<file path="config.mk">
export PLATFORM = sky130hd
export DESIGN_NAME = acmpc_top
export DESIGN_NICKNAME = d
export VERILOG_FILES = /design/src/core/acmpc_pkg.sv /design/src/core/acmpc_sync.sv /design/src/core/acmpc_edge.sv /design/src/core/acmpc_top.sv
export SDC_FILE = /design/constraint.sdc
export NUM_CORES = 1
export LEC_CHECK = 0
export BUFFER_PORTS_ARGS = -buffer_cell sky130_fd_sc_hd__buf_2
export CORE_ASPECT_RATIO = 1.5
export CORE_MARGIN = 4
export CORE_UTILIZATION = 46
export CTS_CLUSTER_DIAMETER = 40
export DETAILED_ROUTE_END_ITERATION = 8
export PLACE_DENSITY = 0.79
export REMOVE_ABC_BUFFERS = 1
export SLEW_MARGIN = 20
export SYNTH_ARGS = -nofsm -noshare
export SYNTH_HDL_FRONTEND = slang
export SYNTH_HIERARCHICAL = 1
export SYNTH_SLANG_ARGS = --single-unit
</file>
<file path="constraint.sdc">
create_clock -name clk -period 1.8 [get_ports clk]
set_input_delay 0.09 -clock clk [delete_from_list [all_inputs] [get_ports clk]]
set_output_delay 0.09 -clock clk [all_outputs]
set_load 0.005 [all_outputs]
</file>
<file path="src/core/acmpc_pkg.sv">
// Package for the comparator control block: offsets, fields, reset values, carrier types.
// Assumes a 32-bit AXI4-Lite register bus and a single peripheral clock.
package acmpc_pkg;
    localparam logic [3:0]  ADDR_CONTROL   = 4'h0;
    localparam logic [3:0]  ADDR_DISABLE   = 4'h4;
    localparam logic [3:0]  ADDR_STATUS    = 4'h8;
    localparam logic [3:0]  ADDR_MASK      = 4'hC;

    localparam int          BIT_ON         = 15;
    localparam int          BIT_PIN_DRIVE  = 14;
    localparam int          BIT_INVERT     = 13;
    localparam int          BIT_LIVE       = 8;
    localparam int          BIT_EDGE_LO    = 6;
    localparam int          BIT_POS_SEL    = 4;
    localparam int          BIT_NEG_LO     = 0;

    localparam logic [31:0] CONTROL_WMASK  = 32'h0000_E0D3;
    localparam logic [31:0] CONTROL_RESET  = 32'h0000_00C3;
    localparam logic [1:0]  RESP_OKAY      = 2'h0;
    localparam logic [1:0]  RESP_SLVERR    = 2'h2;

    typedef enum logic [1:0] {
        ACMPC_EDGE_NONE = 2'b00,
        ACMPC_EDGE_RISE = 2'b01,
        ACMPC_EDGE_FALL = 2'b10,
        ACMPC_EDGE_BOTH = 2'b11
    } acmpc_edge_t;

    typedef enum logic [1:0] {
        ACMPC_NEG_PIN_B = 2'b00,
        ACMPC_NEG_PIN_C = 2'b01,
        ACMPC_NEG_PIN_D = 2'b10,
        ACMPC_NEG_BANDGAP = 2'b11
    } acmpc_neg_t;

    typedef struct packed {
        logic        on;
        logic        pinDrive;
        logic        invert;
        acmpc_edge_t edgeSel;
        logic        posSel;
        acmpc_neg_t  negSel;
    } acmpc_ctrl_t;

    typedef struct packed {
        logic        compEnable;
        logic        posSelRef;
        acmpc_neg_t  negSel;
    } acmpc_analog_t;
endpackage

</file>
<file path="src/core/acmpc_sync.sv">
// Two-flop synchroniser for the asynchronous comparator result.
// Assumes a free-running clock; the first stage feeds only the second.
`timescale 1ns/1ns
`default_nettype none
module acmpc_sync (
    input  wire logic clk,
    input  wire logic rst,
    input  wire logic asyncIn,
    output var  logic syncOut
);
    logic stage1_ff;
    logic stage2_ff;

    always_ff @(posedge clk) begin
        if (rst) begin
            stage1_ff <= 1'b0;
            stage2_ff <= 1'b0;
        end else begin
            stage1_ff <= asyncIn;
            stage2_ff <= stage1_ff;
        end
    end

    assign syncOut = stage2_ff;
endmodule // acmpc_sync
`default_nettype wire

</file>
<file path="src/core/acmpc_edge.sv">
// Edge detector with selectable edges on an already synchronous level.
// Assumes the input is in the clk domain.
`timescale 1ns/1ns
`default_nettype none
module acmpc_edge (
    input  wire logic                  clk,
    input  wire logic                  rst,
    input  wire logic                  level,
    input  wire acmpc_pkg::acmpc_edge_t edgeSel,
    output var  logic                  eventPulse
);
    logic prev_ff;

    always_ff @(posedge clk) begin
        if (rst) begin
            prev_ff <= 1'b0;
        end else begin
            prev_ff <= level;
        end
    end

    always_comb begin
        case (edgeSel)
            acmpc_pkg::ACMPC_EDGE_RISE: eventPulse = level & ~prev_ff;
            acmpc_pkg::ACMPC_EDGE_FALL: eventPulse = ~level & prev_ff;
            acmpc_pkg::ACMPC_EDGE_BOTH: eventPulse = level ^ prev_ff;
            default:                    eventPulse = 1'b0;
        endcase
    end
endmodule // acmpc_edge
`default_nettype wire

</file>
<file path="src/core/acmpc_top.sv">
// Comparator control block: control register, pin drive, event and interrupt logic.
// Assumes an AXI4-Lite master, the analog core outside, and a synchronous reset.
// Functional notes
// Enable bit 15 switches comparator on or off; other fields keep their values.
// Pin drive bit 14 puts the result on the output pin.
// Invert bit 13 inverts the comparator result.
// Inversion also feeds the event detector, flipping the chosen edge.
// Bit 8 reads the live result, zero after reset, not writable.
// Edge field bits 7-6: both, falling, rising, or no events.
// Positive select bit 4 picks internal reference or pin A.
// Negative select bits 1-0 pick bandgap, pin D, pin C or pin B.
// Unimplemented bits read zero and ignore writes.
// Software skips register access right after clearing enable at 1:1 divisor.
// With module disabled, writes do nothing and reads return no valid data; only the control register here is frozen and reads zero.
// Disable bit is set to disable, clear to enable, cleared at reset.
// Software clears enable before setting the disable bit.
// Result is synchronised; one-cycle event pulse on the selected edge.
// Reset value: edge field and negative select all ones, rest zero.
//
// Implementation choices: the placing of the registers and the AXI4-Lite register port.
`timescale 1ns/1ns
`default_nettype none
module acmpc_top (
    input  wire logic                     clk,
    input  wire logic                     rst,
    input  wire logic [3:0]               s_axi_awaddr,
    input  wire logic                     s_axi_awvalid,
    output var  logic                     s_axi_awready,
    input  wire logic [31:0]              s_axi_wdata,
    input  wire logic [3:0]               s_axi_wstrb,
    input  wire logic                     s_axi_wvalid,
    output var  logic                     s_axi_wready,
    output var  logic [1:0]               s_axi_bresp,
    output var  logic                     s_axi_bvalid,
    input  wire logic                     s_axi_bready,
    input  wire logic [3:0]               s_axi_araddr,
    input  wire logic                     s_axi_arvalid,
    output var  logic                     s_axi_arready,
    output var  logic [31:0]              s_axi_rdata,
    output var  logic [1:0]               s_axi_rresp,
    output var  logic                     s_axi_rvalid,
    input  wire logic                     s_axi_rready,
    input  wire logic                     compResultAsync,
    output var  acmpc_pkg::acmpc_analog_t analogCtrl,
    output var  logic                     comparatorOutputPin,
    output var  logic                     comparatorOutputPinEn,
    output var  logic                     eventPulse,
    output var  logic                     irq
);
    acmpc_pkg::acmpc_ctrl_t ctrl_ff;
    logic                   disable_ff;
    logic                   status_ff;
    logic                   mask_ff;
    logic                   live_ff;
    logic                   pinOut_ff;
    logic                   pinEn_ff;
    logic [3:0]             awAddr_ff;
    logic                   awHave_ff;
    logic [31:0]            wData_ff;
    logic [3:0]             wStrb_ff;
    logic                   wHave_ff;
    logic                   bValid_ff;
    logic [1:0]             bResp_ff;
    logic                   rValid_ff;
    logic [31:0]            rData_ff;
    logic [1:0]             rResp_ff;
    logic                   resultSync;
    logic                   resultShown;
    logic                   rawEvent;
    logic                   doWrite;
    logic [31:0]            wFull;
    logic [31:0]            ctrlWord;
    logic [31:0]            nxt_ctrlWord;
    logic [31:0]            readWord;
    logic                   readOk;
    logic                   writeOk;

    acmpc_sync u_sync (
        .clk     (clk),
        .rst     (rst),
        .asyncIn (compResultAsync),
        .syncOut (resultSync)
    );

    // Polarity applied before the edge detector
    assign resultShown = (resultSync ^ ctrl_ff.invert) & ctrl_ff.on & ~disable_ff;

    acmpc_edge u_edge (
        .clk        (clk),
        .rst        (rst),
        .level      (resultShown),
        .edgeSel    (ctrl_ff.edgeSel),
        .eventPulse (rawEvent)
    );

    assign eventPulse = rawEvent;

    // Live result register
    always_ff @(posedge clk) begin
        if (rst) begin
            live_ff <= 1'b0;
        end else begin
            live_ff <= resultShown;
        end
    end

    // Output pin drive; enable is active low
    always_ff @(posedge clk) begin
        if (rst) begin
            pinOut_ff <= 1'b0;
            pinEn_ff  <= 1'b1;
        end else begin
            pinOut_ff <= resultShown;
            pinEn_ff  <= ~(ctrl_ff.pinDrive & ctrl_ff.on & ~disable_ff);
        end
    end

    assign comparatorOutputPin   = pinOut_ff;
    assign comparatorOutputPinEn = pinEn_ff;
    assign analogCtrl = '{compEnable: ctrl_ff.on & ~disable_ff,
                          posSelRef:  ctrl_ff.posSel,
                          negSel:     ctrl_ff.negSel};

    // Write channel capture
    assign s_axi_awready = ~awHave_ff & ~bValid_ff;
    assign s_axi_wready  = ~wHave_ff & ~bValid_ff;
    assign doWrite       = awHave_ff & wHave_ff & ~bValid_ff;

    always_ff @(posedge clk) begin
        if (rst) begin
            awAddr_ff <= 4'h0;
            awHave_ff <= 1'b0;
        end else if (s_axi_awvalid & s_axi_awready) begin
            awAddr_ff <= s_axi_awaddr;
            awHave_ff <= 1'b1;
        end else if (doWrite) begin
            awHave_ff <= 1'b0;
        end
    end

    always_ff @(posedge clk) begin
        if (rst) begin
            wData_ff <= 32'h0000_0000;
            wStrb_ff <= 4'h0;
            wHave_ff <= 1'b0;
        end else if (s_axi_wvalid & s_axi_wready) begin
            wData_ff <= s_axi_wdata;
            wStrb_ff <= s_axi_wstrb;
            wHave_ff <= 1'b1;
        end else if (doWrite) begin
            wHave_ff <= 1'b0;
        end
    end

    always_comb begin
        for (int i = 0; i < 4; i++) begin
            wFull[i*8 +: 8] = {8{wStrb_ff[i]}};
        end
    end

    assign ctrlWord = {16'h0000, ctrl_ff.on, ctrl_ff.pinDrive, ctrl_ff.invert, 5'h00,
                       ctrl_ff.edgeSel, 1'b0, ctrl_ff.posSel, 2'h0, ctrl_ff.negSel};
    assign nxt_ctrlWord = (ctrlWord & ~(wFull & acmpc_pkg::CONTROL_WMASK))
                        | (wData_ff & wFull & acmpc_pkg::CONTROL_WMASK);
    assign writeOk = (awAddr_ff == acmpc_pkg::ADDR_CONTROL) | (awAddr_ff == acmpc_pkg::ADDR_DISABLE)
                   | (awAddr_ff == acmpc_pkg::ADDR_STATUS) | (awAddr_ff == acmpc_pkg::ADDR_MASK);

    // Control register; frozen while module disabled
    always_ff @(posedge clk) begin
        if (rst) begin
            ctrl_ff.on       <= 1'b0;
            ctrl_ff.pinDrive <= 1'b0;
            ctrl_ff.invert   <= 1'b0;
            ctrl_ff.edgeSel  <= acmpc_pkg::acmpc_edge_t'(acmpc_pkg::CONTROL_RESET[7:6]);
            ctrl_ff.posSel   <= 1'b0;
            ctrl_ff.negSel   <= acmpc_pkg::acmpc_neg_t'(acmpc_pkg::CONTROL_RESET[1:0]);
        end else if (doWrite & ~disable_ff & (awAddr_ff == acmpc_pkg::ADDR_CONTROL)) begin
            ctrl_ff.on       <= nxt_ctrlWord[acmpc_pkg::BIT_ON];
            ctrl_ff.pinDrive <= nxt_ctrlWord[acmpc_pkg::BIT_PIN_DRIVE];
            ctrl_ff.invert   <= nxt_ctrlWord[acmpc_pkg::BIT_INVERT];
            ctrl_ff.edgeSel  <= acmpc_pkg::acmpc_edge_t'(nxt_ctrlWord[acmpc_pkg::BIT_EDGE_LO +: 2]);
            ctrl_ff.posSel   <= nxt_ctrlWord[acmpc_pkg::BIT_POS_SEL];
            ctrl_ff.negSel   <= acmpc_pkg::acmpc_neg_t'(nxt_ctrlWord[acmpc_pkg::BIT_NEG_LO +: 2]);
        end
    end

    // Module disable bit, cleared at reset
    always_ff @(posedge clk) begin
        if (rst) begin
            disable_ff <= 1'b0;
        end else if (doWrite & wStrb_ff[0] & (awAddr_ff == acmpc_pkg::ADDR_DISABLE)) begin
            disable_ff <= wData_ff[0];
        end
    end

    // Sticky event status, set wins over write-one-clear
    always_ff @(posedge clk) begin
        if (rst) begin
            status_ff <= 1'b0;
        end else if (rawEvent) begin
            status_ff <= 1'b1;
        end else if (doWrite & wStrb_ff[0] & wData_ff[0] & (awAddr_ff == acmpc_pkg::ADDR_STATUS)) begin
            status_ff <= 1'b0;
        end
    end

    always_ff @(posedge clk) begin
        if (rst) begin
            mask_ff <= 1'b0;
        end else if (doWrite & wStrb_ff[0] & (awAddr_ff == acmpc_pkg::ADDR_MASK)) begin
            mask_ff <= wData_ff[0];
        end
    end

    assign irq = status_ff & mask_ff;

    // Write response
    always_ff @(posedge clk) begin
        if (rst) begin
            bValid_ff <= 1'b0;
            bResp_ff  <= acmpc_pkg::RESP_OKAY;
        end else if (doWrite) begin
            bValid_ff <= 1'b1;
            bResp_ff  <= writeOk ? acmpc_pkg::RESP_OKAY : acmpc_pkg::RESP_SLVERR;
        end else if (s_axi_bready) begin
            bValid_ff <= 1'b0;
        end
    end

    assign s_axi_bvalid = bValid_ff;
    assign s_axi_bresp  = bResp_ff;

    // Read path; control reads zero while disabled
    always_comb begin
        readWord = 32'h0000_0000;
        readOk   = 1'b1;
        case (s_axi_araddr)
            acmpc_pkg::ADDR_CONTROL: begin
                readWord = disable_ff ? 32'h0000_0000 : ctrlWord;
                readWord[acmpc_pkg::BIT_LIVE] = live_ff & ~disable_ff;
            end
            acmpc_pkg::ADDR_DISABLE: readWord[0] = disable_ff;
            acmpc_pkg::ADDR_STATUS:  readWord[0] = status_ff;
            acmpc_pkg::ADDR_MASK:    readWord[0] = mask_ff;
            default:                 readOk = 1'b0;
        endcase
    end

    assign s_axi_arready = ~rValid_ff;

    always_ff @(posedge clk) begin
        if (rst) begin
            rValid_ff <= 1'b0;
            rData_ff  <= 32'h0000_0000;
            rResp_ff  <= acmpc_pkg::RESP_OKAY;
        end else if (s_axi_arvalid & s_axi_arready) begin
            rValid_ff <= 1'b1;
            rData_ff  <= readWord;
            rResp_ff  <= readOk ? acmpc_pkg::RESP_OKAY : acmpc_pkg::RESP_SLVERR;
        end else if (s_axi_rready) begin
            rValid_ff <= 1'b0;
        end
    end

    assign s_axi_rvalid = rValid_ff;
    assign s_axi_rdata  = rData_ff;
    assign s_axi_rresp  = rResp_ff;

    // Assertions
    property p_onKeeps;
        @(posedge clk) disable iff (rst)
        $changed(ctrl_ff.on) |-> $stable(ctrl_ff.edgeSel) || $past(doWrite);
    endproperty
    a_onKeeps: assert property (p_onKeeps) else $error("enable change disturbed other fields");

    property p_pinDrive;
        @(posedge clk) disable iff (rst)
        (ctrl_ff.pinDrive & ctrl_ff.on & ~disable_ff) |=> !comparatorOutputPinEn;
    endproperty
    a_pinDrive: assert property (p_pinDrive) else $error("pin not driven when enabled");

    property p_pinOff;
        @(posedge clk) disable iff (rst)
        !ctrl_ff.pinDrive |=> comparatorOutputPinEn;
    endproperty
    a_pinOff: assert property (p_pinOff) else $error("pin driven while drive off");

    property p_invert;
        @(posedge clk) disable iff (rst)
        (ctrl_ff.on & ~disable_ff) |-> resultShown == (resultSync ^ ctrl_ff.invert);
    endproperty
    a_invert: assert property (p_invert) else $error("polarity wrong");

    property p_live;
        @(posedge clk) disable iff (rst)
        1'b1 |=> live_ff == $past(resultShown);
    endproperty
    a_live: assert property (p_live) else $error("live bit stale");

    property p_noEvent;
        @(posedge clk) disable iff (rst)
        ctrl_ff.edgeSel == acmpc_pkg::ACMPC_EDGE_NONE |-> !eventPulse;
    endproperty
    a_noEvent: assert property (p_noEvent) else $error("event while disabled");

    property p_rise;
        @(posedge clk) disable iff (rst)
        (ctrl_ff.edgeSel == acmpc_pkg::ACMPC_EDGE_RISE) && $rose(resultShown) |-> eventPulse;
    endproperty
    a_rise: assert property (p_rise) else $error("rising edge missed");

    property p_pulseOne;
        @(posedge clk) disable iff (rst)
        eventPulse && $stable(ctrl_ff.edgeSel) |=> !eventPulse || $changed(resultShown);
    endproperty
    a_pulseOne: assert property (p_pulseOne) else $error("event pulse too long");

    property p_reserved;
        @(posedge clk) disable iff (rst)
        s_axi_rvalid |-> s_axi_rdata[31:16] == 16'h0000 && s_axi_rdata[12:9] == 4'h0;
    endproperty
    a_reserved: assert property (p_reserved) else $error("reserved bits nonzero");

    property p_frozen;
        @(posedge clk) disable iff (rst)
        disable_ff |=> $stable(ctrl_ff);
    endproperty
    a_frozen: assert property (p_frozen) else $error("control changed while disabled");

    c_event:   cover property (@(posedge clk) disable iff (rst) eventPulse);
    c_irq:     cover property (@(posedge clk) disable iff (rst) $rose(irq));
    c_disable: cover property (@(posedge clk) disable iff (rst) $rose(disable_ff));
endmodule // acmpc_top
`default_nettype wire

</file>
# Word-level counts from Yosys, hierarchy flattened
# Cells that the tools add are included.
# W data, S select, Z words.
[word_totals]
regBits = 77
in_bits = 52
output_inout_bits = 49
elab_cells = 96
[op_classes]
eq_ne = 9
mux = 16
n_bitwise = 40
n_reduce_logical = 8
[op_table]
columns = ["op", "count"]
rows = [
  ["$and A16 B16 Y16", 2],
  ["$and A1 B1 Y1", 23],
  ["$eq A4 B4 Y1 const B", 4],
  ["$mux W16", 1],
  ["$not A16 Y16", 1],
  ["$or A16 B16 Y16", 1],
  ["$mux W15", 1],
  ["$mux W1", 10],
  ["$reduce_bool A2 Y1", 5],
  ["$eq A4 B3 Y1 const B", 2],
  ["$logic_not A4 Y1", 2],
  ["$not A1 Y1", 8],
  ["$eq A2 B2 Y1 const B", 2],
  ["$mux W2", 2],
  ["$pmux W1 S4", 1],
  ["$reduce_or A4 Y1", 1],
  ["$or A1 B1 Y1", 3],
  ["$pmux W1 S3", 1],
  ["$eq A2 B1 Y1 const B", 1],
  ["$xor A1 B1 Y1", 2],
]

# Depth between registers and ports, before layout
# Gate-level depths: netlist (run 1).
[logic_depth]
depth_word = 7
mapped_depth = 9
mapped_depth_nobuf = 9

# Hierarchy
# The synthesis (run 1) kept the hierarchy.
[by_module_without_submodules]
columns = ["module", "n_inst", "cells_each", "area_per_inst_um2", "seq_area_each_um2"]
rows = [
  ["acmpc_top", 1, 212, 1983.2, 840.8],
  ["acmpc_edge", 1, 11, 82.6, 20.0],
  ["acmpc_sync", 1, 4, 52.6, 40.0],
]

# Least setup slack after synthesis (run 1)
# Ideal clock, no wire load.
[synth_timing]
path_type = "register to register"
from = "register disable_ff"
to = "register status_ff"
setup_ns = 0.071
arrival_time_ns = 1.426
required_time_ns = 1.729
path_slack_ns = 0.304
stages_incl_launch_ff = 10
n_path_buf = 0
period_less_slack_ns = 1.496
cell_sequence = "dfxtp_1 > nand2b_1 > nor2_1 > inv_1 > ha_1 > nor2b_1 > o21ai_1 > o21ai_1 > inv_1 > a21oi_1"
[synth_between]
elab_chain_len = 6
word_cells_on_any_way = 9
cone_classes = "mux (2); bitwise (6); reduce/logical (1)"
[synth_lines]
columns = ["item", "line", "text"]
rows = [
  ["from (decl)", "acmpc_top.sv:51", "logic disable_ff;"],
  ["from (signal assigned)", "acmpc_top.sv:192", "disable_ff <= wData_ff[0];"],
  ["$not A1 Y1 (*)", "acmpc_top.sv:86", "assign resultShown = (resultSync ^ ctrl_ff.invert) & ctrl_ff.on & ~disable_ff;"],
  ["$and A1 B1 Y1 (*)", "acmpc_top.sv:86", ""],
  ["net resultShown", "acmpc_top.sv:68", "logic resultShown;"],
  ["$not A1 Y1", "acmpc_edge.sv:25", "acmpc_pkg::ACMPC_EDGE_FALL: eventPulse = ~level & prev_ff;"],
  ["$and A1 B1 Y1", "acmpc_edge.sv:25", ""],
  ["$pmux W1 S3 (*)", "acmpc_edge.sv:23", "case (edgeSel)"],
  ["net eventPulse", "acmpc_top.sv:47", "output var logic eventPulse,"],
  ["$mux W1 / $reduce_bool A2 Y1 (equally long branches)", "n/a", ""],
  ["to (signal assigned)", "acmpc_top.sv:199", "status_ff <= 1'b0;"],
  ["to (signal assigned)", "acmpc_top.sv:201", "status_ff <= 1'b1;"],
  ["to (signal assigned)", "acmpc_top.sv:203", "status_ff <= 1'b0;"],
  ["to (decl)", "acmpc_top.sv:52", "logic status_ff;"],
]
# Mark *: on every way through the listed nets, which the timed path passes. The rest lies on a longest branch.
# A chain may end at the register's enable or synchronous reset.

==> results by stage, run 1 <==
Clock tree:
- For the worst-skew pair, the clock arrives at the later sink with an insertion delay of 0.30 ns.
- The number of H-tree levels is 2.
- The number of clock buffers added by TritonCTS is 5.
- The clock tree from TritonCTS is done.
- The cell at the root of the clock tree is sky130_fd_sc_hd__clkbuf_8.
- The maximum clock path buffer count is 2.
- The post-cts hold buffer count is 0.
- The number of clock sinks is 45.
- The CTS clock-pin slew for the worst setup and hold paths is 0.08 ns.

STA:
- Setup repair after global routing could not meet its margin everywhere.
- The total count of hold-check failures in the final report is 0.
- The part of the cycle the worst path needs is 94.08%.
- The worst path needs 1.693 ns of the cycle, external delays included.
- The post-route worst setup slack is 0.1066 ns.
- The number of failing setup endpoints in the final timing report is 0.
- The worst-margin pin slew is 0.6034 ns.
- Derived from the worst setup path, the maximum achievable clock frequency is 590.5 MHz.
- Across the routed clock network, the largest skew measured is 0.009427 ns.
- The max-slew violation count is 0.
- The worst slew margin relative to its limit is 59.69%.

Place:
- Once detailed placement completed, the half-perimeter wirelength came to 3.008 mm.
- At the placement stage, the worst setup path has a slack of around 0.21 ns.
- Routability-driven placement finished with a final weighted congestion of around 0.75.
- The number of buffers added on ports is 49.
- The total cell area at the placement stage is roughly 2300 um^2.
- After detailed placement, the design holds a cell count of about 310.

Layout:
- The number of inserted diodes is 0.
- Of the cells placed in the final design, the portion with a size suffix greater than 1 is 30.11%.
- The net count of the finished layout is between 300 and 400.
- With fillers left out, the area of the finished cells amounts to 2449 um^2.
- Compared with the post-synthesis result, the final layout area differs by 15.59%.
- The layout filler cell count is 434.
- The final cell count without fillers is between 300 and 400.

Setup path:
- The signal on the critical path passes through xnor2_2 -> nor2_4 -> inv_2 -> ha_4 -> nor2b_1 -> o21ai_1 -> o21ai_1 -> buf_2.
- The worst register-to-register path has a depth of 11.
- The depth of the critical timing path with buffers and inverters included is 8.
- The cell class contributing the biggest share of worst-path delay is flip-flops.
- STA classifies the critical path startpoint as a register.
- The worst flop-to-flop path endpoint is status_ff$_SDFFE_PP0P_.
- Counting stages on the worst path, the most repeated cell is sky130_fd_sc_hd__o21ai_1.
- The biggest fanout along the worst timing path is 2.
- STA puts the critical path data arrival time at 1.60 ns.
- The kind of critical path is reg2out.
- STA classifies the critical path endpoint as an output pin.
- The slowest stage cell on the critical path is sky130_fd_sc_hd__dfxtp_2.
- The endpoint of the worst setup timing path is eventPulse.
- The number of buffers and inverters on the critical path is 2.
- The internal reg-to-reg setup slack is between 0.15 and 0.2 ns.
- The data required time of the worst path is 1.71 ns.
- The largest stage delay on the critical path is 0.34 ns.

Detailed routing:
- The detailed-router iteration count before antenna repair is 4.
- In the routed layout, each cell is associated on average with a via count of 4.924.
- The total DRC errors in the routed layout is 0.
- The count of routing violations after the opening detailed-route iteration is 48.
- The routed design has 4.039 mm of wire.
- Summing over every cut layer, the via total after detailed routing is 1610.
- The mean routed wirelength per cell is 12.35 um.
- The count of nets left with antenna violations once routing finished came out at 0.

Floorplan:
- After floorplanning, the core was divided into 30 placement rows.
- The die outline width is roughly 63 um.
- The vertical die dimension is ~91 um.
- The floorplan step defined a die boundary enclosing 5777 um^2.
- The initial utilization of the core area, before any placement, comes to between 40% and 50%.
- The number of top-level pins is 101.
- The core region is 4504 um^2.

Synth:
- In the synthesized netlist the async set-or-reset flop fraction comes to 0%.
- The leading register cell type out of synthesis is sky130_fd_sc_hd__dfxtp_1.
- The most common cell in the synthesized netlist is sky130_fd_sc_hd__dfxtp_1.
- In this run, distinct cell masters in the synthesized netlist total 34.
- Sequential elements use a little over two fifths of the synthesized area.
- For this run, the number of Yosys warnings is 6.
- Synthesis produced a netlist whose cell count is 227.
- Ranked by instance count, the synthesized netlist is headed by sky130_fd_sc_hd__dfxtp_1 (45), sky130_fd_sc_hd__nor2_1 (30), sky130_fd_sc_hd__buf_4 (28).
- The number of enable-type register cells in the synthesized netlist is 0.
- The count of state elements after synthesis is 45.
- The synthesized design spends more area on one cell type than any other, namely sky130_fd_sc_hd__dfxtp_1.
- The proportion of netlist area held by the largest area contributor is 42.53%.
- The average instance in the mapped netlist occupies 9.332 um^2.
- By area the synthesized netlist is led by sky130_fd_sc_hd__dfxtp_1 (43%), sky130_fd_sc_hd__mux2i_1 (12%), sky130_fd_sc_hd__buf_4 (9.9%).
- The synthesized netlist occupies a cell area of about 2100 um^2.

Hold path:
- The type of the most critical hold path is in2reg.

Power and ir drop:
- The worst ir drop on vdd is roughly 0.00059 V.
- The areal power density over the cells is 786.3 nW/um^2.
- The analysis attributes to cell leakage a power of 1.077 nW.

GRT:
- The initial antenna violation count was 0.
- The number of global-route vias before repair is 1569.
- The all-layer global routing usage is about 15%.
- The aggregate global routing overflow is 0.
- Entering global routing, the biggest net connects 26 pins.
- The wire length of the first global-routing pass is 6.741 mm.

Run status:
- The flow ran to the end, and the final reports show no timing, DRC or antenna violations.

Run:
- Max-cap violations in this run came to 0.
==> layer usage <==
metal / share of wire (%) / global-route usage (%) / vias to the layer above
met5: 0 / 0 / -
met4: 2.9 / 8.288 / 0
met3: 6.0 / 3.342 / 6
met2: 50 / 25.63 / 51
met1: 41 / 16.14 / 743
li1: - / - / 810
==> stage by stage <==
step	setup TNS [ns]	util [%]	total power [mW]	hold slack (ns)
CTS	0	53.75	1.948	0.01869
finish	0	54.36	1.925	0.02542
global route	-0.04463	54.36	2.024	0.02557
floorplan	0	-	1.212	0.1567
detailed placement	0	50.50	1.301	0.3258
global placement	0	50.50	1.294	0.3209
==> worst reg2reg max path: cells and delay by family (launching register included) <==
family | cells | cell delay, ns
buffers and inverters | 4 | 0.36
flip-flops | 1 | 0.34
adder cells (fa/ha/maj) | 1 | 0.26
AO/OA/AOI/OAI | 3 | 0.24
AND/OR/NAND/NOR | 2 | 0.16
XOR/XNOR | 1 | 0.15
==> logic make-up (layout without fill, tap and decap cells) <==
kind of cell | after synthesis | count (layout) | share of synthesized area (%)
and+or+nand+nor | 89 | 89 | 24.87
DFF | 45 | 45 | 42.53
buffers and inverters | 44 | 72 | 13.58
muxes | 26 | 26 | 12.29
AOI/OAI and AO/OA | 19 | 19 | 4.962
adders and majority gates | 2 | 2 | 1.181
other | 1 | 25 | 0.1770
xor gates and xnor gates | 1 | 1 | 0.4135
==> layout make-up <==
type	instances	area (um^2)	area share, %
clock buffer	6	82.58	3.373
clock inverter	2	13.76	0.5621
inverter	7	26.28	1.073
multi-input combinational	162	1055	43.08
sequential	45	905.9	37.00
timing repair buffer	57	305.3	12.47
tap	48	60.06	2.453
==> cell usage in the layout, fill, tap and decap left out, types with 2 or more instances in the layout <==
cell type,count
sky130_fd_sc_hd__nor4_4,2
sky130_fd_sc_hd__or3b_1,2
sky130_fd_sc_hd__dfxtp_1,41
sky130_fd_sc_hd__nand4b_1,8
sky130_fd_sc_hd__nor2_1,29
sky130_fd_sc_hd__buf_4,8
sky130_fd_sc_hd__nand2b_1,5
sky130_fd_sc_hd__a21oi_1,14
sky130_fd_sc_hd__nor2b_1,5
sky130_fd_sc_hd__nand2_1,21
sky130_fd_sc_hd__o21ai_1,2
sky130_fd_sc_hd__buf_2,49
sky130_fd_sc_hd__inv_1,5
sky130_fd_sc_hd__mux2i_1,26
sky130_fd_sc_hd__inv_2,2
sky130_fd_sc_hd__nand3_1,2
sky130_fd_sc_hd__nor3b_2,2
sky130_fd_sc_hd__clkbuf_8,6
sky130_fd_sc_hd__conb_1,25
sky130_fd_sc_hd__dfxtp_2,4
sky130_fd_sc_hd__nor3_1,4
==> timing repair <==
action,CTS,global route
setup endpoints to repair,1,2
pin swaps,3,2
resized for setup,5,5
buffers inserted,4,1
==> where the power goes <==
part           total, mW  internal, mW  switching [mW]
clock              0.648         0.311           0.337
sequential          1.06          1.03          0.0300
combinational      0.216        0.0955           0.121
total               1.93          1.44           0.488
==> worst min-delay path by stage <==
stage,start,to,cells past startpoint
finish,s_axi_awaddr[0],awAddr_ff[0]$_SDFFE_PP0P_,3
global route,compResultAsync,u_sync/stage1_ff$_SDFF_PP0_,2
CTS,compResultAsync,u_sync/stage1_ff$_SDFF_PP0_,2
detailed placement,compResultAsync,u_sync/stage1_ff$_SDFF_PP0_,2
global placement,compResultAsync,u_sync/stage1_ff$_SDFF_PP0_,2
floorplan,rst,u_edge/prev_ff$_SDFF_PP0_,1
(Power assumes the default switching activity.)
==> inputs of run 2 (changes only) <==
- CORE_ASPECT_RATIO: 1.5 -> 0.9
- TNS_END_PERCENT: not set -> 10
- clock period: 1.8 -> 1.6 ns (I/O delays scaled with it)
==> run 2 against run 1 <==
Effect of this change:
- the flow now finishes with violations (negative setup slack)
- non-clock buffer count up 6
- first-iteration DRC count up 46%
- largest power group unchanged
- clock-buffer cell count unchanged
- sequential power up 13%
- critical endpoint unchanged
- global-route usage up 1.2 points
- die area down 0.36%
- final area up 4.8%
- core utilization up 3.1 points
- setup slack worse by 0.24 ns
==> results by stage, run 2 (same netlist as run 1, synthesis figures left out) <==
Run status:
- The run finished, with violations left.
- The checks that failed: negative setup slack.

Setup path:
- The kind of critical path is reg2out.
- Data arrives at the worst endpoint at ~1.7 ns.
- The biggest fanout along the worst timing path is 2.
- The worst setup path is captured at an output pin.
- In this run the worst setup path terminates at eventPulse.
- The worst flop-to-flop path endpoint is status_ff$_SDFFE_PP0P_.
- For this run, the slowest stage of the critical path takes 0.34 ns.
- For the worst setup path, the data required time is between 1.5 and 2 ns.
- Counting cells, the worst reg-to-reg path comes to 11.
- Traced cell by cell, the critical path runs through xnor2_2 -> nor2_2 -> inv_2 -> ha_4 -> nor2b_2 -> o21ai_2 -> o21ai_2 -> buf_2.
- The slowest stage cell on the critical path is sky130_fd_sc_hd__dfxtp_2.
- The type of element launching the critical path is a register.
- The critical path crosses 8 cells after its start point.
- The setup check on the worst reg-to-reg path leaves a slack of -0.09 ns.
- The most numerous cell type found on the critical path is sky130_fd_sc_hd__o21ai_2.
- The cell class contributing the biggest share of worst-path delay is flip-flops.
- Together, buffers and inverters on the worst path number 2.

STA:
- The number of failing setup endpoints in the final timing report is 2.
- The max-slew violation count is 0.
- At the pin with the least slew margin, the transition time is 0.5438 ns.
- The worst slew margin relative to its limit is roughly 64%.
- The clock arrives with 0.004918 ns of skew.
- The part of the cycle the worst path needs is 108.1%.
- Subtracting the final worst setup slack from the clock period gives roughly 1.7 ns.
- The top achievable clock speed is 578.1 MHz.
- The post-route worst setup slack is -0.1297 ns.
- The total count of hold-check failures in the final report was 0.
- Setup repair after global routing could not meet its margin everywhere.
- The final-layout setup total negative slack is -0.2203 ns.

Floorplan:
- The die footprint is 5756 um^2.
- The placement row count is 23.
- The number of top-level pins is about 100.
- The area of the core is 4461 um^2.
- The initial utilization of the core area, before any placement, comes to 47.49%.
- The vertical die dimension is 72.38 um.
- The die outline width is between 70 and 80 um.

Power and ir drop:
- The worst-case IR drop observed on VDD is approximately 0.00058 V.
- Summed over all cells, the static leakage comes to approximately 1.1 nW.
- Summing internal, switching and leakage power gives 2.345 mW.
- Power spread over the standard cell area amounts to roughly 910 nW/um^2.

Detailed routing:
- The detail route stage leaves a number of antenna-violating nets equal to 0.
- The routed design has roughly 4.4 mm of wire.
- The number of vias per cell after detailed routing is 4.712.
- The detailed-router iteration count before antenna repair is 4.
- Dividing the detail-routed wire length by the instance count gives approximately 13 um.
- The count of routing violations after the opening detailed-route iteration is 70.
- The total DRC errors in the routed layout is 0.
- The overall via count from detail_route is 1635.

Layout:
- Compared with the post-synthesis result, the final layout area differs by 21.09%.
- Leaving out fill and tap cells, the most frequent cell in the layout is sky130_fd_sc_hd__buf_2.
- The post-route netlist has 32.28% of its cells at a drive strength greater than 1.
- The repair_antennas step left the layout with diodes totalling 0.
- At the end of the flow, the number of nets in the layout was 338.
- The library cells used most frequently in the layout, excluding fill and tap cells, are sky130_fd_sc_hd__buf_2 (49), sky130_fd_sc_hd__dfxtp_1 (44), sky130_fd_sc_hd__nor2_1 (29), sky130_fd_sc_hd__mux2i_1 (26), sky130_fd_sc_hd__conb_1 (25).

GRT:
- The number of global-route vias before repair is 1526.
- Entering global routing, the biggest net connects 26 pins.
- The aggregate global routing overflow is 0.
- The initial antenna violation count is 0.
- The all-layer global routing usage is 15.89%.
- The wire length of the first global-routing pass is between 6 and 7 mm.

Clock tree:
- The CTS clock-pin slew for the worst setup and hold paths is 0.08 ns.
- The longest clock path from root to sink contains 2 buffers.
- The number of clock sinks is 45.
- The clock latency at the later pin of the worst-skew pair is 0.30 ns.
- The tree is rooted in a sky130_fd_sc_hd__clkbuf_8.
- Clock tree synthesis inserted a total of 5 buffers.
- TritonCTS built the clock tree.
- The number of H-tree levels is 2.

Place:
- The worst setup timing slack at the placement stage is between 0.03 and 0.04 ns.
- Detailed placement finished with a half-perimeter wire length of 3.231 mm.
- The count of buffers added on input and output ports is 49.
- The final RePlAce weighted congestion is 0.7854.

Run:
- The number of max-cap violations is 0.

Hold path:
- In this run the worst hold path is classified as in2reg.
[run 2: cell count changes in the layout (fill, tap and decap cells not counted), sizes merged]
cell / previous run / this run
dlygate4sd3: 0 / 2
buf: 57 / 61
clkinvlp: 0 / 1
clkinv: 2 / 0
bufinv: 0 / 1
[run 2: area by class of cell]
class,instances,area [um^2]
clock buffers,6,82.58
clock inverters,2,37.54
fillers,389,1896
inverters,7,26.28
multi-input cells,162,1084
flip-flops and latches,45,902.1
well taps,62,77.57
repair buffers,63,355.3
[run 2: worst min-delay path by stage]
stage                         start                          end  slack [ns]  cells past startpoint
finish               s_axi_wdata[7]     wData_ff[7]$_SDFFE_PP0P_       0.009                      3
global route         s_axi_wdata[7]     wData_ff[7]$_SDFFE_PP0P_       0.008                      3
CTS                  s_axi_wdata[1]     wData_ff[1]$_SDFFE_PP0P_      0.0008                      3
detailed placement  compResultAsync  u_sync/stage1_ff$_SDFF_PP0_        0.29                      2
global placement    compResultAsync  u_sync/stage1_ff$_SDFF_PP0_        0.29                      2
floorplan                       rst    u_edge/prev_ff$_SDFF_PP0_        0.15                      1
[run 2: what timing repair did]
action                                  CTS  global route
endpoints found under the setup margin    1             2
hold buffers                              1             1
endpoints found under the hold margin     1             1
buffers inserted                          2             1
gates resized for setup                   3            11
pin swaps                                 4             5
[run 2: routing by layer]
layer  up-vias  share of wire, %  wire length, um  global-route usage [%]
li1        816                 -                -                       -
met1       749                42             1849                   18.77
met2        60                48             2110                   26.60
met3        10               6.7              293                   3.598
met4         0               2.3              102                   8.969
met5         -                 0                0                       0
[run 2: per-stage QoR]
step	hold WS (ns)	std cells	utilization (%)	cell area, um^2
after floorplan	0.1467	214	-	1947
after global placement	0.2913	334	52.40	2337
after detailed placement	0.2930	334	52.40	2337
after CTS	0.0007903	345	56.02	2499
after global routing	0.007926	347	57.50	2565
final	0.009046	347	57.50	2565
[run 2: power by group]
part           switching, mW  total, mW  internal, mW
logic                  0.142      0.261         0.119
registers             0.0357       1.20          1.16
clock network          0.381      0.889         0.507
total                  0.559       2.34          1.79
[run 2: tightest hold or removal path, stage by stage]
cell,delay (ns)
sky130_fd_sc_hd__buf_2,0.07
sky130_fd_sc_hd__mux2i_1,0.05
sky130_fd_sc_hd__nor2_1,0.07
==> inputs of run 3 (changes only) <==
- SKIP_LAST_GASP: not set -> 1
==> run 3 against run 2 <==
Effect of this change:
- the flow still finishes with violations (negative setup slack)
- first-iteration DRC count is 23% higher
- core utilization is 0.084 points lower
- final area is 0.15% lower
- global-route usage stayed put
- hold slack hardly changed
- largest cell class unchanged
==> results by stage, run 3 (same netlist as run 1, synthesis figures left out) <==
Run:
- Across the run, the number of max-cap violations was 0.

Layout:
- The final layout net count is 338.
- The repair_antennas step left the layout with diodes totalling 0.
- The post-route netlist has 31.58% of its cells at a drive strength greater than 1.
- The area added between synthesis and finish is 20.91%.
- Leaving out fill and tap cells, the most frequent cell in the layout is sky130_fd_sc_hd__buf_2.
- In the layout the commonest cells are sky130_fd_sc_hd__buf_2 (49), sky130_fd_sc_hd__dfxtp_1 (44), sky130_fd_sc_hd__nor2_1 (29), sky130_fd_sc_hd__mux2i_1 (26), sky130_fd_sc_hd__conb_1 (25).
- The layout filler cell count is between 300 and 400.

Power and ir drop:
- Net switching is 23.80% of the power.
- The power share of the sequential group is 51.0%.
- Per report_power, the clock group accounts for 37.9% of the total.
- In this run the power density over the cells is 915.0 nW/um^2.
- For this design the total switching power over the nets is 0.5578 mW.
- The worst ir drop on vdd is 0.0005779 V.
- The internal power component is 1.786 mW.
- The post-route total power is 2.344 mW.
- The combinational power share is 11.1%.
- The leakage power is 1.117 nW.

Detailed routing:
- In this run the remaining antenna-violating nets after routing total 0.
- Across all layers, the routed design uses roughly 1600 vias.
- The detailed router finished its first iteration with 86 violations.
- The number of vias per cell after detailed routing is ~4.7.
- In the final routed layout, each cell accounts on average for 12.60 um.
- For this run, design rule violations remaining after detail routing come to 0.
- Wires add up to 4.371 mm.
- The first detailed-routing pass ran for 4 iterations.

GRT:
- The aggregate global routing overflow is 0.
- The all-layer global routing usage is 15.89%.
- The wire length of the first global-routing pass is 6.934 mm.
- Entering global routing, the biggest net connects 26 pins.
- The initial antenna violation count is 0.
- The number of global-route vias before repair is 1526.

Setup path:
- The biggest fanout along the worst timing path is 2.
- The largest stage delay on the critical path is 0.34 ns.
- The cell class contributing the biggest share of worst-path delay is flip-flops.
- The kind of critical path is reg2out.
- Together, buffers and inverters on the worst path number 2.
- The most repeated library cell on the critical path is sky130_fd_sc_hd__o21ai_2.
- The endpoint class of the critical path is an output pin.
- The worst setup path is launched from a register.
- Data on the critical path arrives at its endpoint at 1.66 ns.
- Data on the critical path is required at its endpoint by 1.52 ns.
- The critical path goes through xnor2_2 -> nor2_2 -> inv_2 -> ha_4 -> nor2b_2 -> o21ai_2 -> o21ai_2 -> buf_2.
- The slowest stage cell on the critical path is sky130_fd_sc_hd__dfxtp_2.

Place:
- Routability-driven placement finished with a final weighted congestion of just under 0.8.
- Port buffering added 49 buffers.
- Detailed placement finished with a half-perimeter wire length of 3.231 mm.

Clock tree:
- In this run the clock root is driven by a sky130_fd_sc_hd__clkbuf_8.
- The maximum clock path buffer count is 2.
- For the worst-skew pair, the clock arrives at the later sink with an insertion delay of 0.30 ns.
- The number of clock sinks is 45.
- The number of clock buffers added by TritonCTS is 5.
- TritonCTS built the clock tree.
- The CTS clock-pin slew for the worst setup and hold paths is 0.08 ns.
- The clock tree synthesis step divided the H-tree into 2 levels.

STA:
- The total count of hold-check failures in the final report is 0.
- Across all hold checks on the routed design, the worst slack comes to 0.009199 ns.
- Headroom to the max-slew limit came out at 63.60%.
- The part of the cycle the worst path needs is 108.6%.
- The post-route worst setup slack is -0.1379 ns.
- Between clock sinks in the finished design, the worst skew comes to 0.005541 ns.
- The worst-margin pin slew is 0.5437 ns.
- Setup violations remaining at the end of the flow were counted as 2.
- Setup repair after global routing could not meet its margin everywhere.
- The top achievable clock speed is approximately 580 MHz.
- The shortest clock period the worst path allows after layout is approximately 1.7 ns.
- The max-slew violation count is 0.

Floorplan:
- The region available for standard cell placement spans 4461 um^2.
- The die footprint is 5756 um^2.
- The vertical die dimension is 72.38 um.
- The number of top-level pins is 101.
- From left edge to right edge, the die measures 79.53 um.
- After floorplanning, the core was divided into 23 placement rows.
- The starting density of the core is 47.49%.

Hold path:
- The type of the most critical hold path is in2reg.

Run status:
- The checks that failed: negative setup slack.
- The run finished, with violations left.
## run 3: cell count changes in the layout (fill, tap and decap cells not counted)
cell,delta
sky130_fd_sc_hd__inv_2,-1
sky130_fd_sc_hd__inv_1,+1
sky130_fd_sc_hd__a21oi_2,-1
sky130_fd_sc_hd__a21oi_1,+1
## run 3: cell type report
| class | count | area, um^2 | area share [%] |
|---|---|---|---|
| well taps | 62 | 77.57 | 3.029 |
| flip-flops and latches | 45 | 902.1 | 35.22 |
| clock inverters | 2 | 37.54 | 1.466 |
| clock buffers | 6 | 82.58 | 3.224 |
| inverters | 7 | 26.28 | 1.026 |
| multi-input cells | 162 | 1080 | 42.16 |
| repair buffers | 63 | 355.3 | 13.87 |
## run 3: stage by stage
stage	instance area (um^2)	utilization, %	std cells	TNS (ns)	setup WS, ns
finish	2561	57.42	347	-0.2577	-0.1379
detailed placement	2337	52.40	334	0	0.03363
global placement	2337	52.40	334	0	0.08537
global route	2561	57.42	347	-0.4450	-0.2331
floorplan	1947	-	214	0	0.1047
CTS	2499	56.02	345	-0.1985	-0.1856
## run 3: repair_timing
item | CTS | global route
gates cloned | 0 | 0
setup endpoints to repair | 1 | 2
hold buffers | 1 | 1
pin swaps | 4 | 5
resized for setup | 3 | 9
hold endpoints to repair | 1 | 1
setup buffers | 2 | 1
## run 3: power groups by stage
stage,clock (mW),combinational (mW),sequential (mW)
final,0.888,0.260,1.20
after CTS,0.913,0.259,1.19
after global routing,0.968,0.291,1.20
after global placement,0,0.247,1.22
after detailed placement,0,0.254,1.22
after floorplan,0,0.150,1.21
## run 3: path summary, 6_finish.rpt
path	start	to	slack (ns)	depth (start not counted)
hold / removal	s_axi_wdata[7]	wData_ff[7]$_SDFFE_PP0P_	0.009	3
setup / recovery	register	eventPulse	-0.14	8
setup reg to reg	register	status_ff$_SDFFE_PP0P_	-0.12	11
hold reg to reg	u_sync/stage1_ff$_SDFF_PP0_	u_sync/syncOut$_SDFF_PP0_	0.45	1
## run 3: metal layers
| metal | track usage, % | part of all wire [%] | routed length [um] |
|---|---|---|---|
| met1 | 18.77 | 42 | 1836 |
| met2 | 26.60 | 48 | 2108 |
| met3 | 3.598 | 7.4 | 323 |
| met4 | 8.969 | 2.3 | 102 |
| met5 | 0 | 0 | 0 |
## run 3: tightest hold or removal path, stage by stage
cell and delay, ns:
sky130_fd_sc_hd__buf_2 0.07, sky130_fd_sc_hd__mux2i_1 0.05, sky130_fd_sc_hd__nor2_1 0.07
